## src/rtl/virt_caps_regs.svh

```systemverilog
/*
  Register indices, field positions, default-one masks and reset values of
  the capability block. Assumes inclusion by bare name from the rtl folder.
*/
`ifndef VIRT_CAPS_REGS_SVH
`define VIRT_CAPS_REGS_SVH

// ----------------------------------------
// Register indices
// ----------------------------------------
`define IDX_EXIT_CAPS 32'h0000_0483
`define IDX_ENTRY_CAPS 32'h0000_0484
`define IDX_MISC_LIMITS 32'h0000_0485
`define IDX_MW_FIXED_ONES 32'h0000_0486
`define IDX_MW_ALLOWED_ONES 32'h0000_0487
`define IDX_FW_FIXED_ONES 32'h0000_0488
`define IDX_FW_ALLOWED_ONES 32'h0000_0489
`define IDX_SECONDARY_CAPS 32'h0000_048b
`define IDX_FULL_EXIT_CAPS 32'h0000_048f
`define IDX_FULL_ENTRY_CAPS 32'h0000_0490

// ----------------------------------------
// Field positions and masks
// ----------------------------------------
`define BASIC_TRUE_BIT 55
`define PRIMARY_SEC_ALLOWED_BIT 63
`define EXIT_DEFAULT_ONE_MASK 32'h0003_6dff
`define ENTRY_DEFAULT_ONE_MASK 32'h0000_11ff

// ----------------------------------------
// Reset values
// ----------------------------------------
`define RST_WORD 64'h0000_0000_0000_0000
`define RST_TIMER 32'h0000_0000

`endif

```

## src/rtl/virt_caps_pkg.sv

```systemverilog
/*
  Types shared by the capability block and its users.
  Assumes nothing beyond a SystemVerilog compiler.
*/
package virt_caps_pkg;

  // Activity state requested by a guest entry
  typedef enum logic [1:0] {
    ACT_ACTIVE = 2'b00,
    ACT_HALT = 2'b01,
    ACT_SHUTDOWN = 2'b10,
    ACT_WAIT_STARTUP = 2'b11
  } act_state_t;

  // Control words presented with an entry request
  typedef struct packed {
    logic sec_enable;
    logic [31:0] sec_ctls;
    logic [31:0] exit_ctls;
    logic [31:0] entry_ctls;
    act_state_t activity;
  } entry_req_t;

  // One flag per failing check
  typedef struct packed {
    logic secondary;
    logic exit_ctl;
    logic exit_default_one;
    logic entry_ctl;
    logic entry_default_one;
    logic activity;
  } fail_cause_t;

endpackage

```

## src/rtl/virt_capability_entry_checks.sv

```systemverilog
/*
  Capability register bank of the virtualization extension, the checks that
  a guest entry must pass, the preemption timer rate divider and the forcing
  of fixed bits in the machine and feature control words.
  Assumes all inputs are synchronous to ref_clk_i and that requests are
  single-cycle pulses from the core pipeline.
*/
`timescale 1ns/1ps
`include "virt_caps_regs.svh"

module virt_capability_entry_checks #(
  parameter logic BASIC_TRUE_CTLS = 1'b1, // Bit 55 of the basic register
  parameter logic PRIMARY_SEC_ALLOWED = 1'b1, // Bit 63 of primary caps
  parameter logic [31:0] SEC_ALLOWED_ONES = 32'h0000_00ff,
  parameter logic [63:0] EXIT_CAPS = 64'h0003_ffff_0000_0000,
  parameter logic [63:0] FULL_EXIT_CAPS = 64'h0003_ffff_0000_0000,
  parameter logic [63:0] ENTRY_CAPS = 64'h0000_13ff_0000_0000,
  parameter logic [63:0] FULL_ENTRY_CAPS = 64'h0000_13ff_0000_0000,
  parameter logic [4:0] TIMER_RATE_SHIFT = 5'h05,
  parameter logic [2:0] ACT_SUPPORT = 3'h7, // Halt, shutdown, startup wait
  parameter logic [8:0] BASE_TARGET_COUNT = 9'h004, // 0 to 256
  parameter logic [2:0] LIST_SCALE = 3'h0,
  parameter logic [31:0] MONITOR_REVISION = 32'h0000_0001, // Arbitrary value
  parameter logic [63:0] MW_FIXED_ONES = 64'h0000_0000_8000_0021,
  parameter logic [63:0] MW_ALLOWED_ONES = 64'h0000_0000_ffff_ffff,
  parameter logic [63:0] FW_FIXED_ONES = 64'h0000_0000_0000_2000,
  parameter logic [63:0] FW_ALLOWED_ONES = 64'h0000_0000_0000_67ff
) (
  // Clock and reset
  input wire logic ref_clk_i,
  input wire logic rst_n_i,
  // Capability register reads
  input wire logic cap_rd_i,
  input wire logic [31:0] cap_index_i,
  output logic cap_valid_o,
  output logic cap_fault_o,
  output logic [63:0] cap_data_o,
  // Guest entry checks
  input wire logic entry_req_i,
  input wire virt_caps_pkg::entry_req_t entry_ctl_i,
  output logic entry_done_o,
  output logic entry_fail_o,
  output virt_caps_pkg::fail_cause_t fail_cause_o,
  // Control words
  input wire logic virt_on_i,
  input wire logic mcw_wr_i,
  input wire logic [63:0] mcw_wdata_i,
  input wire logic fcw_wr_i,
  input wire logic [63:0] fcw_wdata_i,
  output logic [63:0] machine_control_word_o,
  output logic [63:0] feature_control_word_o,
  // Timestamp counter and preemption timer
  input wire logic tsc_inc_i,
  input wire logic timer_active_i,
  input wire logic timer_load_i,
  input wire logic [31:0] timer_load_val_i,
  output logic [63:0] timestamp_counter_o,
  output logic [31:0] timer_o,
  output logic timer_expire_o
);
  import virt_caps_pkg::*;

  // ----------------------------------------
  // Helper functions
  // ----------------------------------------

  // Any bit cleared where allowed-zero forbids it, or set where allowed-one forbids
  function automatic logic ctl_violation(input logic [31:0] ctl, input logic [63:0] caps);
    ctl_violation = |((~ctl & caps[31:0]) | (ctl & ~caps[63:32]));
  endfunction

  // Force fixed-one bits high and disallowed bits low
  function automatic logic [63:0] force_fixed(input logic [63:0] v, input logic [63:0] f1,
                                              input logic [63:0] a1);
    force_fixed = (v | f1) & a1;
  endfunction

  // ----------------------------------------
  // Reported capability values
  // ----------------------------------------

  // Secondary register: low half is hardwired zero
  wire logic [63:0] sec_caps_rd = {SEC_ALLOWED_ONES, 32'h0000_0000};
  // Legacy exit register: default-one bits always read as one
  wire logic [63:0] exit_caps_rd = EXIT_CAPS | {32'h0000_0000, `EXIT_DEFAULT_ONE_MASK};
  // Legacy entry register: default-one bits always read as one
  wire logic [63:0] entry_caps_rd = ENTRY_CAPS | {32'h0000_0000, `ENTRY_DEFAULT_ONE_MASK};
  // True registers carry no always-one exceptions
  wire logic [63:0] full_exit_rd = FULL_EXIT_CAPS;
  wire logic [63:0] full_entry_rd = FULL_ENTRY_CAPS;
  // A fixed-one bit is always also allowed-one, whatever the parameters say
  wire logic [63:0] mw_allowed_rd = MW_ALLOWED_ONES | MW_FIXED_ONES;
  wire logic [63:0] fw_allowed_rd = FW_ALLOWED_ONES | FW_FIXED_ONES;
  // Miscellaneous limits; count stored in plain binary, reserved fields zero
  wire logic [8:0] base_count = (BASE_TARGET_COUNT > 9'h100) ? 9'h100 : BASE_TARGET_COUNT;
  wire logic [63:0] misc_rd = {
    MONITOR_REVISION,
    4'h0,
    LIST_SCALE, // Software keeps lists within 512*(N+1)
    base_count,
    7'h00,
    ACT_SUPPORT,
    1'b0,
    TIMER_RATE_SHIFT
  };

  // ----------------------------------------
  // Capability read decode
  // ----------------------------------------

  // Presence of optional registers
  wire logic sec_present = PRIMARY_SEC_ALLOWED;
  wire logic true_present = BASIC_TRUE_CTLS;

  // Hit and data for the requested index
  logic rd_hit;
  logic [63:0] rd_word;
  always_comb
  begin
    rd_hit = 1'b1;
    rd_word = 64'h0000_0000_0000_0000;
    case (cap_index_i)
      `IDX_EXIT_CAPS: rd_word = exit_caps_rd;
      `IDX_ENTRY_CAPS: rd_word = entry_caps_rd;
      `IDX_MISC_LIMITS: rd_word = misc_rd;
      `IDX_MW_FIXED_ONES: rd_word = MW_FIXED_ONES;
      `IDX_MW_ALLOWED_ONES: rd_word = mw_allowed_rd;
      `IDX_FW_FIXED_ONES: rd_word = FW_FIXED_ONES;
      `IDX_FW_ALLOWED_ONES: rd_word = fw_allowed_rd;
      // Absent registers fault like any unknown index
      `IDX_SECONDARY_CAPS:
      begin
        rd_hit = sec_present;
        rd_word = sec_present ? sec_caps_rd : 64'h0000_0000_0000_0000;
      end
      `IDX_FULL_EXIT_CAPS:
      begin
        rd_hit = true_present;
        rd_word = true_present ? full_exit_rd : 64'h0000_0000_0000_0000;
      end
      `IDX_FULL_ENTRY_CAPS:
      begin
        rd_hit = true_present;
        rd_word = true_present ? full_entry_rd : 64'h0000_0000_0000_0000;
      end
      default: rd_hit = 1'b0;
    endcase
  end

  // Read answer registers, one cycle after the request
  logic cap_valid_r;
  logic cap_fault_r;
  logic [63:0] cap_data_r;
  logic [31:0] cap_index_r; // Index of the last read, kept for checking
  always_ff @(posedge ref_clk_i)
  begin
    if (!rst_n_i)
    begin
      cap_valid_r <= 1'b0;
      cap_fault_r <= 1'b0;
      cap_data_r <= `RST_WORD;
      cap_index_r <= 32'h0000_0000;
    end
    else
    begin
      cap_valid_r <= cap_rd_i;
      cap_fault_r <= cap_rd_i & ~rd_hit;
      if (cap_rd_i)
      begin
        cap_data_r <= rd_word;
        cap_index_r <= cap_index_i;
      end
    end
  end
  assign cap_valid_o = cap_valid_r;
  assign cap_fault_o = cap_fault_r;
  assign cap_data_o = cap_data_r;

  // ----------------------------------------
  // Guest entry checks
  // ----------------------------------------

  // Applicable capability set depends on true-control support
  wire logic [63:0] exit_apply = true_present ? full_exit_rd : exit_caps_rd;
  wire logic [63:0] entry_apply = true_present ? full_entry_rd : entry_caps_rd;

  // Secondary controls matter only when enabled; low half is all zero
  wire logic chk_sec = entry_ctl_i.sec_enable & ctl_violation(entry_ctl_i.sec_ctls,
                                                              sec_caps_rd);
  // Exit controls against both halves of the applicable register
  wire logic chk_exit = ctl_violation(entry_ctl_i.exit_ctls, exit_apply);
  // Legacy mode insists on every default-one exit control being one
  wire logic chk_exit_d1 = ~true_present &
    (|(~entry_ctl_i.exit_ctls & `EXIT_DEFAULT_ONE_MASK));
  // Entry controls against both halves of the applicable register
  wire logic chk_entry = ctl_violation(entry_ctl_i.entry_ctls, entry_apply);
  // Legacy mode insists on every default-one entry control being one
  wire logic chk_entry_d1 = ~true_present &
    (|(~entry_ctl_i.entry_ctls & `ENTRY_DEFAULT_ONE_MASK));
  // Active state is always accepted; others need their support flag
  logic chk_act;
  always_comb
  begin
    case (entry_ctl_i.activity)
      ACT_ACTIVE: chk_act = 1'b0;
      ACT_HALT: chk_act = ~ACT_SUPPORT[0];
      ACT_SHUTDOWN: chk_act = ~ACT_SUPPORT[1];
      ACT_WAIT_STARTUP: chk_act = ~ACT_SUPPORT[2];
      default: chk_act = 1'b1;
    endcase
  end

  // All checks are collected so software sees every cause at once
  wire fail_cause_t cause_now = '{
    secondary: chk_sec,
    exit_ctl: chk_exit,
    exit_default_one: chk_exit_d1,
    entry_ctl: chk_entry,
    entry_default_one: chk_entry_d1,
    activity: chk_act
  };

  // Outcome registers; done follows the request every cycle, fail and causes update only on a request
  logic entry_done_r;
  logic entry_fail_r;
  fail_cause_t fail_cause_r;
  always_ff @(posedge ref_clk_i)
  begin
    if (!rst_n_i)
    begin
      entry_done_r <= 1'b0;
      entry_fail_r <= 1'b0;
      fail_cause_r <= '0;
    end
    else
    begin
      entry_done_r <= entry_req_i;
      if (entry_req_i)
      begin
        entry_fail_r <= |cause_now;
        fail_cause_r <= cause_now;
      end
    end
  end
  assign entry_done_o = entry_done_r;
  assign entry_fail_o = entry_fail_r;
  assign fail_cause_o = fail_cause_r;

  // ----------------------------------------
  // Control words with fixed bits
  // ----------------------------------------

  // New value before forcing; forcing re-applies every cycle while active
  wire logic [63:0] mcw_raw = mcw_wr_i ? mcw_wdata_i : machine_control_word_o;
  wire logic [63:0] fcw_raw = fcw_wr_i ? fcw_wdata_i : feature_control_word_o;
  wire logic [63:0] mcw_nxt = virt_on_i ? force_fixed(mcw_raw, MW_FIXED_ONES,
                                                      mw_allowed_rd) : mcw_raw;
  wire logic [63:0] fcw_nxt = virt_on_i ? force_fixed(fcw_raw, FW_FIXED_ONES,
                                                      fw_allowed_rd) : fcw_raw;

  // Word registers
  logic [63:0] mcw_r;
  logic [63:0] fcw_r;
  always_ff @(posedge ref_clk_i)
  begin
    if (!rst_n_i)
    begin
      mcw_r <= `RST_WORD;
      fcw_r <= `RST_WORD;
    end
    else
    begin
      mcw_r <= mcw_nxt;
      fcw_r <= fcw_nxt;
    end
  end
  assign machine_control_word_o = mcw_r;
  assign feature_control_word_o = fcw_r;

  // ----------------------------------------
  // Timestamp counter and preemption timer
  // ----------------------------------------

  // Counter advances on the increment enable pulse
  logic [63:0] tsc_r;
  wire logic [63:0] tsc_nxt = tsc_r + 64'h0000_0000_0000_0001;
  // Bit X toggles in this increment: the timer's tick enable
  wire logic [63:0] tsc_flip = tsc_r ^ tsc_nxt;
  wire logic timer_tick = tsc_inc_i & tsc_flip[TIMER_RATE_SHIFT];
  logic [31:0] timer_r;
  // Timer steps down only while active and not yet at zero
  wire logic timer_step = timer_active_i & timer_tick & (timer_r != 32'h0000_0000);
  logic timer_expire_r;
  always_ff @(posedge ref_clk_i)
  begin
    if (!rst_n_i)
    begin
      tsc_r <= `RST_WORD;
      timer_r <= `RST_TIMER;
      timer_expire_r <= 1'b0;
    end
    else
    begin
      if (tsc_inc_i)
        tsc_r <= tsc_nxt;
      // Load wins over a tick in the same cycle
      if (timer_load_i)
        timer_r <= timer_load_val_i;
      else if (timer_step)
        timer_r <= timer_r - 32'h0000_0001;
      timer_expire_r <= ~timer_load_i & timer_step & (timer_r == 32'h0000_0001);
    end
  end
  assign timestamp_counter_o = tsc_r;
  assign timer_o = timer_r;
  assign timer_expire_o = timer_expire_r;
endmodule

```

## config.mk

```make
export PLATFORM = sky130hd
export DESIGN_NAME = virt_capability_entry_checks
export DESIGN_NICKNAME = d
export VERILOG_FILES = /design/src/rtl/virt_caps_pkg.sv /design/src/rtl/virt_capability_entry_checks.sv
export VERILOG_INCLUDE_DIRS = /design/src /design/src/rtl
export SDC_FILE = /design/constraint.sdc
export NUM_CORES = 1
export LEC_CHECK = 0
export ABC_CLOCK_PERIOD_IN_PS = 3070
export BUFFER_PORTS_ARGS = -buffer_cell sky130_fd_sc_hd__buf_2
export CORE_AREA = 2 2 234 236
export DETAILED_ROUTE_END_ITERATION = 8
export DIE_AREA = 0 0 236 238
export GPL_TIMING_DRIVEN = 0
export PLACE_DENSITY = 0.44
export SYNTH_ARGS = -nofsm -noshare
export SYNTH_HDL_FRONTEND = slang
export SYNTH_SLANG_ARGS = --single-unit
```

## constraint.sdc

```tcl
create_clock -name ref_clk_i -period 3.07 [get_ports ref_clk_i]
set_input_delay 0.307 -clock ref_clk_i [delete_from_list [all_inputs] [get_ports ref_clk_i]]
set_output_delay 0.307 -clock ref_clk_i [all_outputs]
set_load 0.05 [all_outputs]
```

==> run metrics <==
status=finished, final reports clean; Crit. End Element=register; maximum clock rate=348.1 MHz; Max Root-Sink Buffers=3; CTS buffer count=31; # Max-Cap Violations=0; r2r setup slk=200 ps; worst vdd rail ir drop=0.4344 mV; Setup TNS=0 ps; # rows=85; Slew @ Worst Pin=1053 ps; Worst-Skew Late Latency=570 ps; Final Cycle Share=93.57%; Tot GR Track Use=15.64%; P_leak=7.745 nW; First DRT Iteration DRCs=408; total power=0.008315 W; FILL cells=5,712; Period minus WS final=2873 ps; layout cells sized above 1=33.28%; Finished Cell Area=0.01706 mm^2; critical path type=reg2reg; Slew HR=29.13%; Arr. time, crit path=3330 ps; mean post-synth cell area=8.919 um^2; RSZ-0062 raised after global routing=no; PwrDens=487.3 mW/mm^2; Cell variety after synth=56; Residual DRC=0; Vias/cell=4.490; area of the mapped netlist=0.01112 mm^2; CTS Sinks=248; Syn-to-layout area delta=53.43%; Final Slew Violations=0; clock transition at the registers of the reported paths=60 ps; initial antenna violation count=4; DPL Wire Length=36,550 um; post-route antenna net violation count=0; TritonRoute pass-1 iters=5; largest net degree at the start of global routing=16; Core Util, Final=31.90%; Fin. Hold Viols=0; Post-Layout Cell Count=2,686; asr flop ratio synth=0%; net count reported at finish=2,273; worst-path maximum fanout=10; average wire per cell in the routed design=17.51 um; die width=236 um; core area=0.05350 mm^2; I/O Buffers=540; yosys warns=0; Fin Clk Skew=8.645 ps; Routed WL=47,040 um; area of the multi-input gates=0.005505 mm^2; first-pass GRT wire length=69,070 um; number of synthesized flops with an enable pin=0; clk root buf=clkbuf_16; Die Y=238 um; Mapped Cells=1,247; commonest non-fill, non-tap cell in the layout=buf_2; Yosys reg bits=248; Initial Util=20.79%; CTS tree=built; final setup violation count=0; Cells after DPL=2,499; die area=0.05617 mm^2; register area=0.004965 mm^2; vias in the first global route=11.88k; Congestion Overflow GR=0; I/O pin total=600; CP required=3530 ps; Vias=12.06k; placer congestion estimate=0.8366; CTS H-tree depth=1; critical path launch point type=register; HP Class=in2reg; Cell Area, Placed=0.01476 mm^2; sequential area share after synthesis=44.64%; most frequent cells in the layout=544 x buf_2, 248 x dfxtp_1, 178 x nor2_1; ys flop type=dfxtp_1
-- layer usage --
metal / track usage [%] / wire length [um]
met4: 5.404 / 1473
met5: 0 / 13
met1: 19.02 / 19860
met3: 2.869 / 2566
met2: 27.64 / 23130
-- state kept, by name (all words and copies together) (netlist names) --
signal / count
machine_control_word_o: 64
entry_done_o: 1
cap_data_o: 16
timer_o: 32
timestamp_counter_o: 64
feature_control_word_o: 64
timer_expire_o: 1
entry_fail_o: 1
fail_cause_o: 3
cap_fault_o: 1
cap_valid_o: 1
-- timing repair --
| item | CTS | global route |
|---|---|---|
| buffers inserted | 0 | 1 |
| gates resized for setup | 0 | 1 |
| endpoints found under the hold margin | 132 | 0 |
| hold buffers | 132 | 0 |
| setup endpoints to repair | 0 | 9 |
-- Yosys cell counts (all sizes together), types with 17 or more instances --
cell type / number / share of area [%]
a21oi: 65 / 2.9
a31oi: 22 / 1.2
buf: 63 / 4.0
clkbuf: 59 / 2.0
dfxtp: 248 / 45
mux2i: 132 / 12
nand2: 37 / 1.2
nand2b: 22 / 1.2
nand3: 37 / 1.7
nand4: 42 / 2.4
nor2: 178 / 6.0
nor3: 17 / 0.76
nor4: 36 / 2.2
o21ai: 60 / 2.7
o31ai: 29 / 2.0
or3: 37 / 2.1
or4: 32 / 2.2
xor2: 20 / 1.6
-- power breakdown --
| part | internal [W] | leakage, nW | total [W] | switching, W |
|---|---|---|---|---|
| Combinational | 0.000498 | 5.24 | 0.00138 | 0.000882 |
| Sequential | 0.00333 | 2.03 | 0.00342 | 0.0000880 |
| Clock | 0.00208 | 0.482 | 0.00352 | 0.00144 |
-- through the flow --
step                      hold WS (ps)  setup WS (ps)
after CTS                       0.1470          201.0
after global routing             27.78          6.181
final                            29.22          197.3
after floorplan                  428.7          403.5
after detailed placement         460.5          221.3
after global placement           457.7          232.4
-- critical path, stage by stage (launching register included) --
cell       delay, ps
dfxtp_1          380
or4_4            600
or3_1            350
buf_6            160
nor4_4           480
buf_2            320
buf_4            230
o2111ai_1        110
o311ai_0         130
-- cells by family (layout without fill, tap and decap cells) --
group           after synthesis  in the layout  synth area share (%)
flops                       248            248                 44.64
mux                         133            133                 11.98
simple gates                492            492                 23.26
buf+inv                     136            862                 6.457
other cells                   1             18               0.03372
xor+xnor                     30             30                 2.362
compound gates              204            204                 10.92
fa+ha+maj                     3              3                0.3375
-- layout make-up --
type                       count  share of cell area (%)
antenna                        1                 0.01466
multi-input combinational    879                   32.26
clock inverter                 9                  0.4473
tap                          696                   5.103
inverter                      14                  0.3080
buffer                       122                   3.901
timing repair buffer         673                   23.63
sequential                   248                   29.10
clock buffer                  44                   5.243
-- worst paths after layout --
path,start,to,cells after the start
max,timer_o[23],timer_o[1],8
min reg2reg,cap_data_o[13],cap_data_o[13],2
max reg2reg,timer_o[23],timer_o[1],8
min,timer_load_val_i[28],timer_o[28],3
Note: power is estimated with default switching activity, not from simulation.
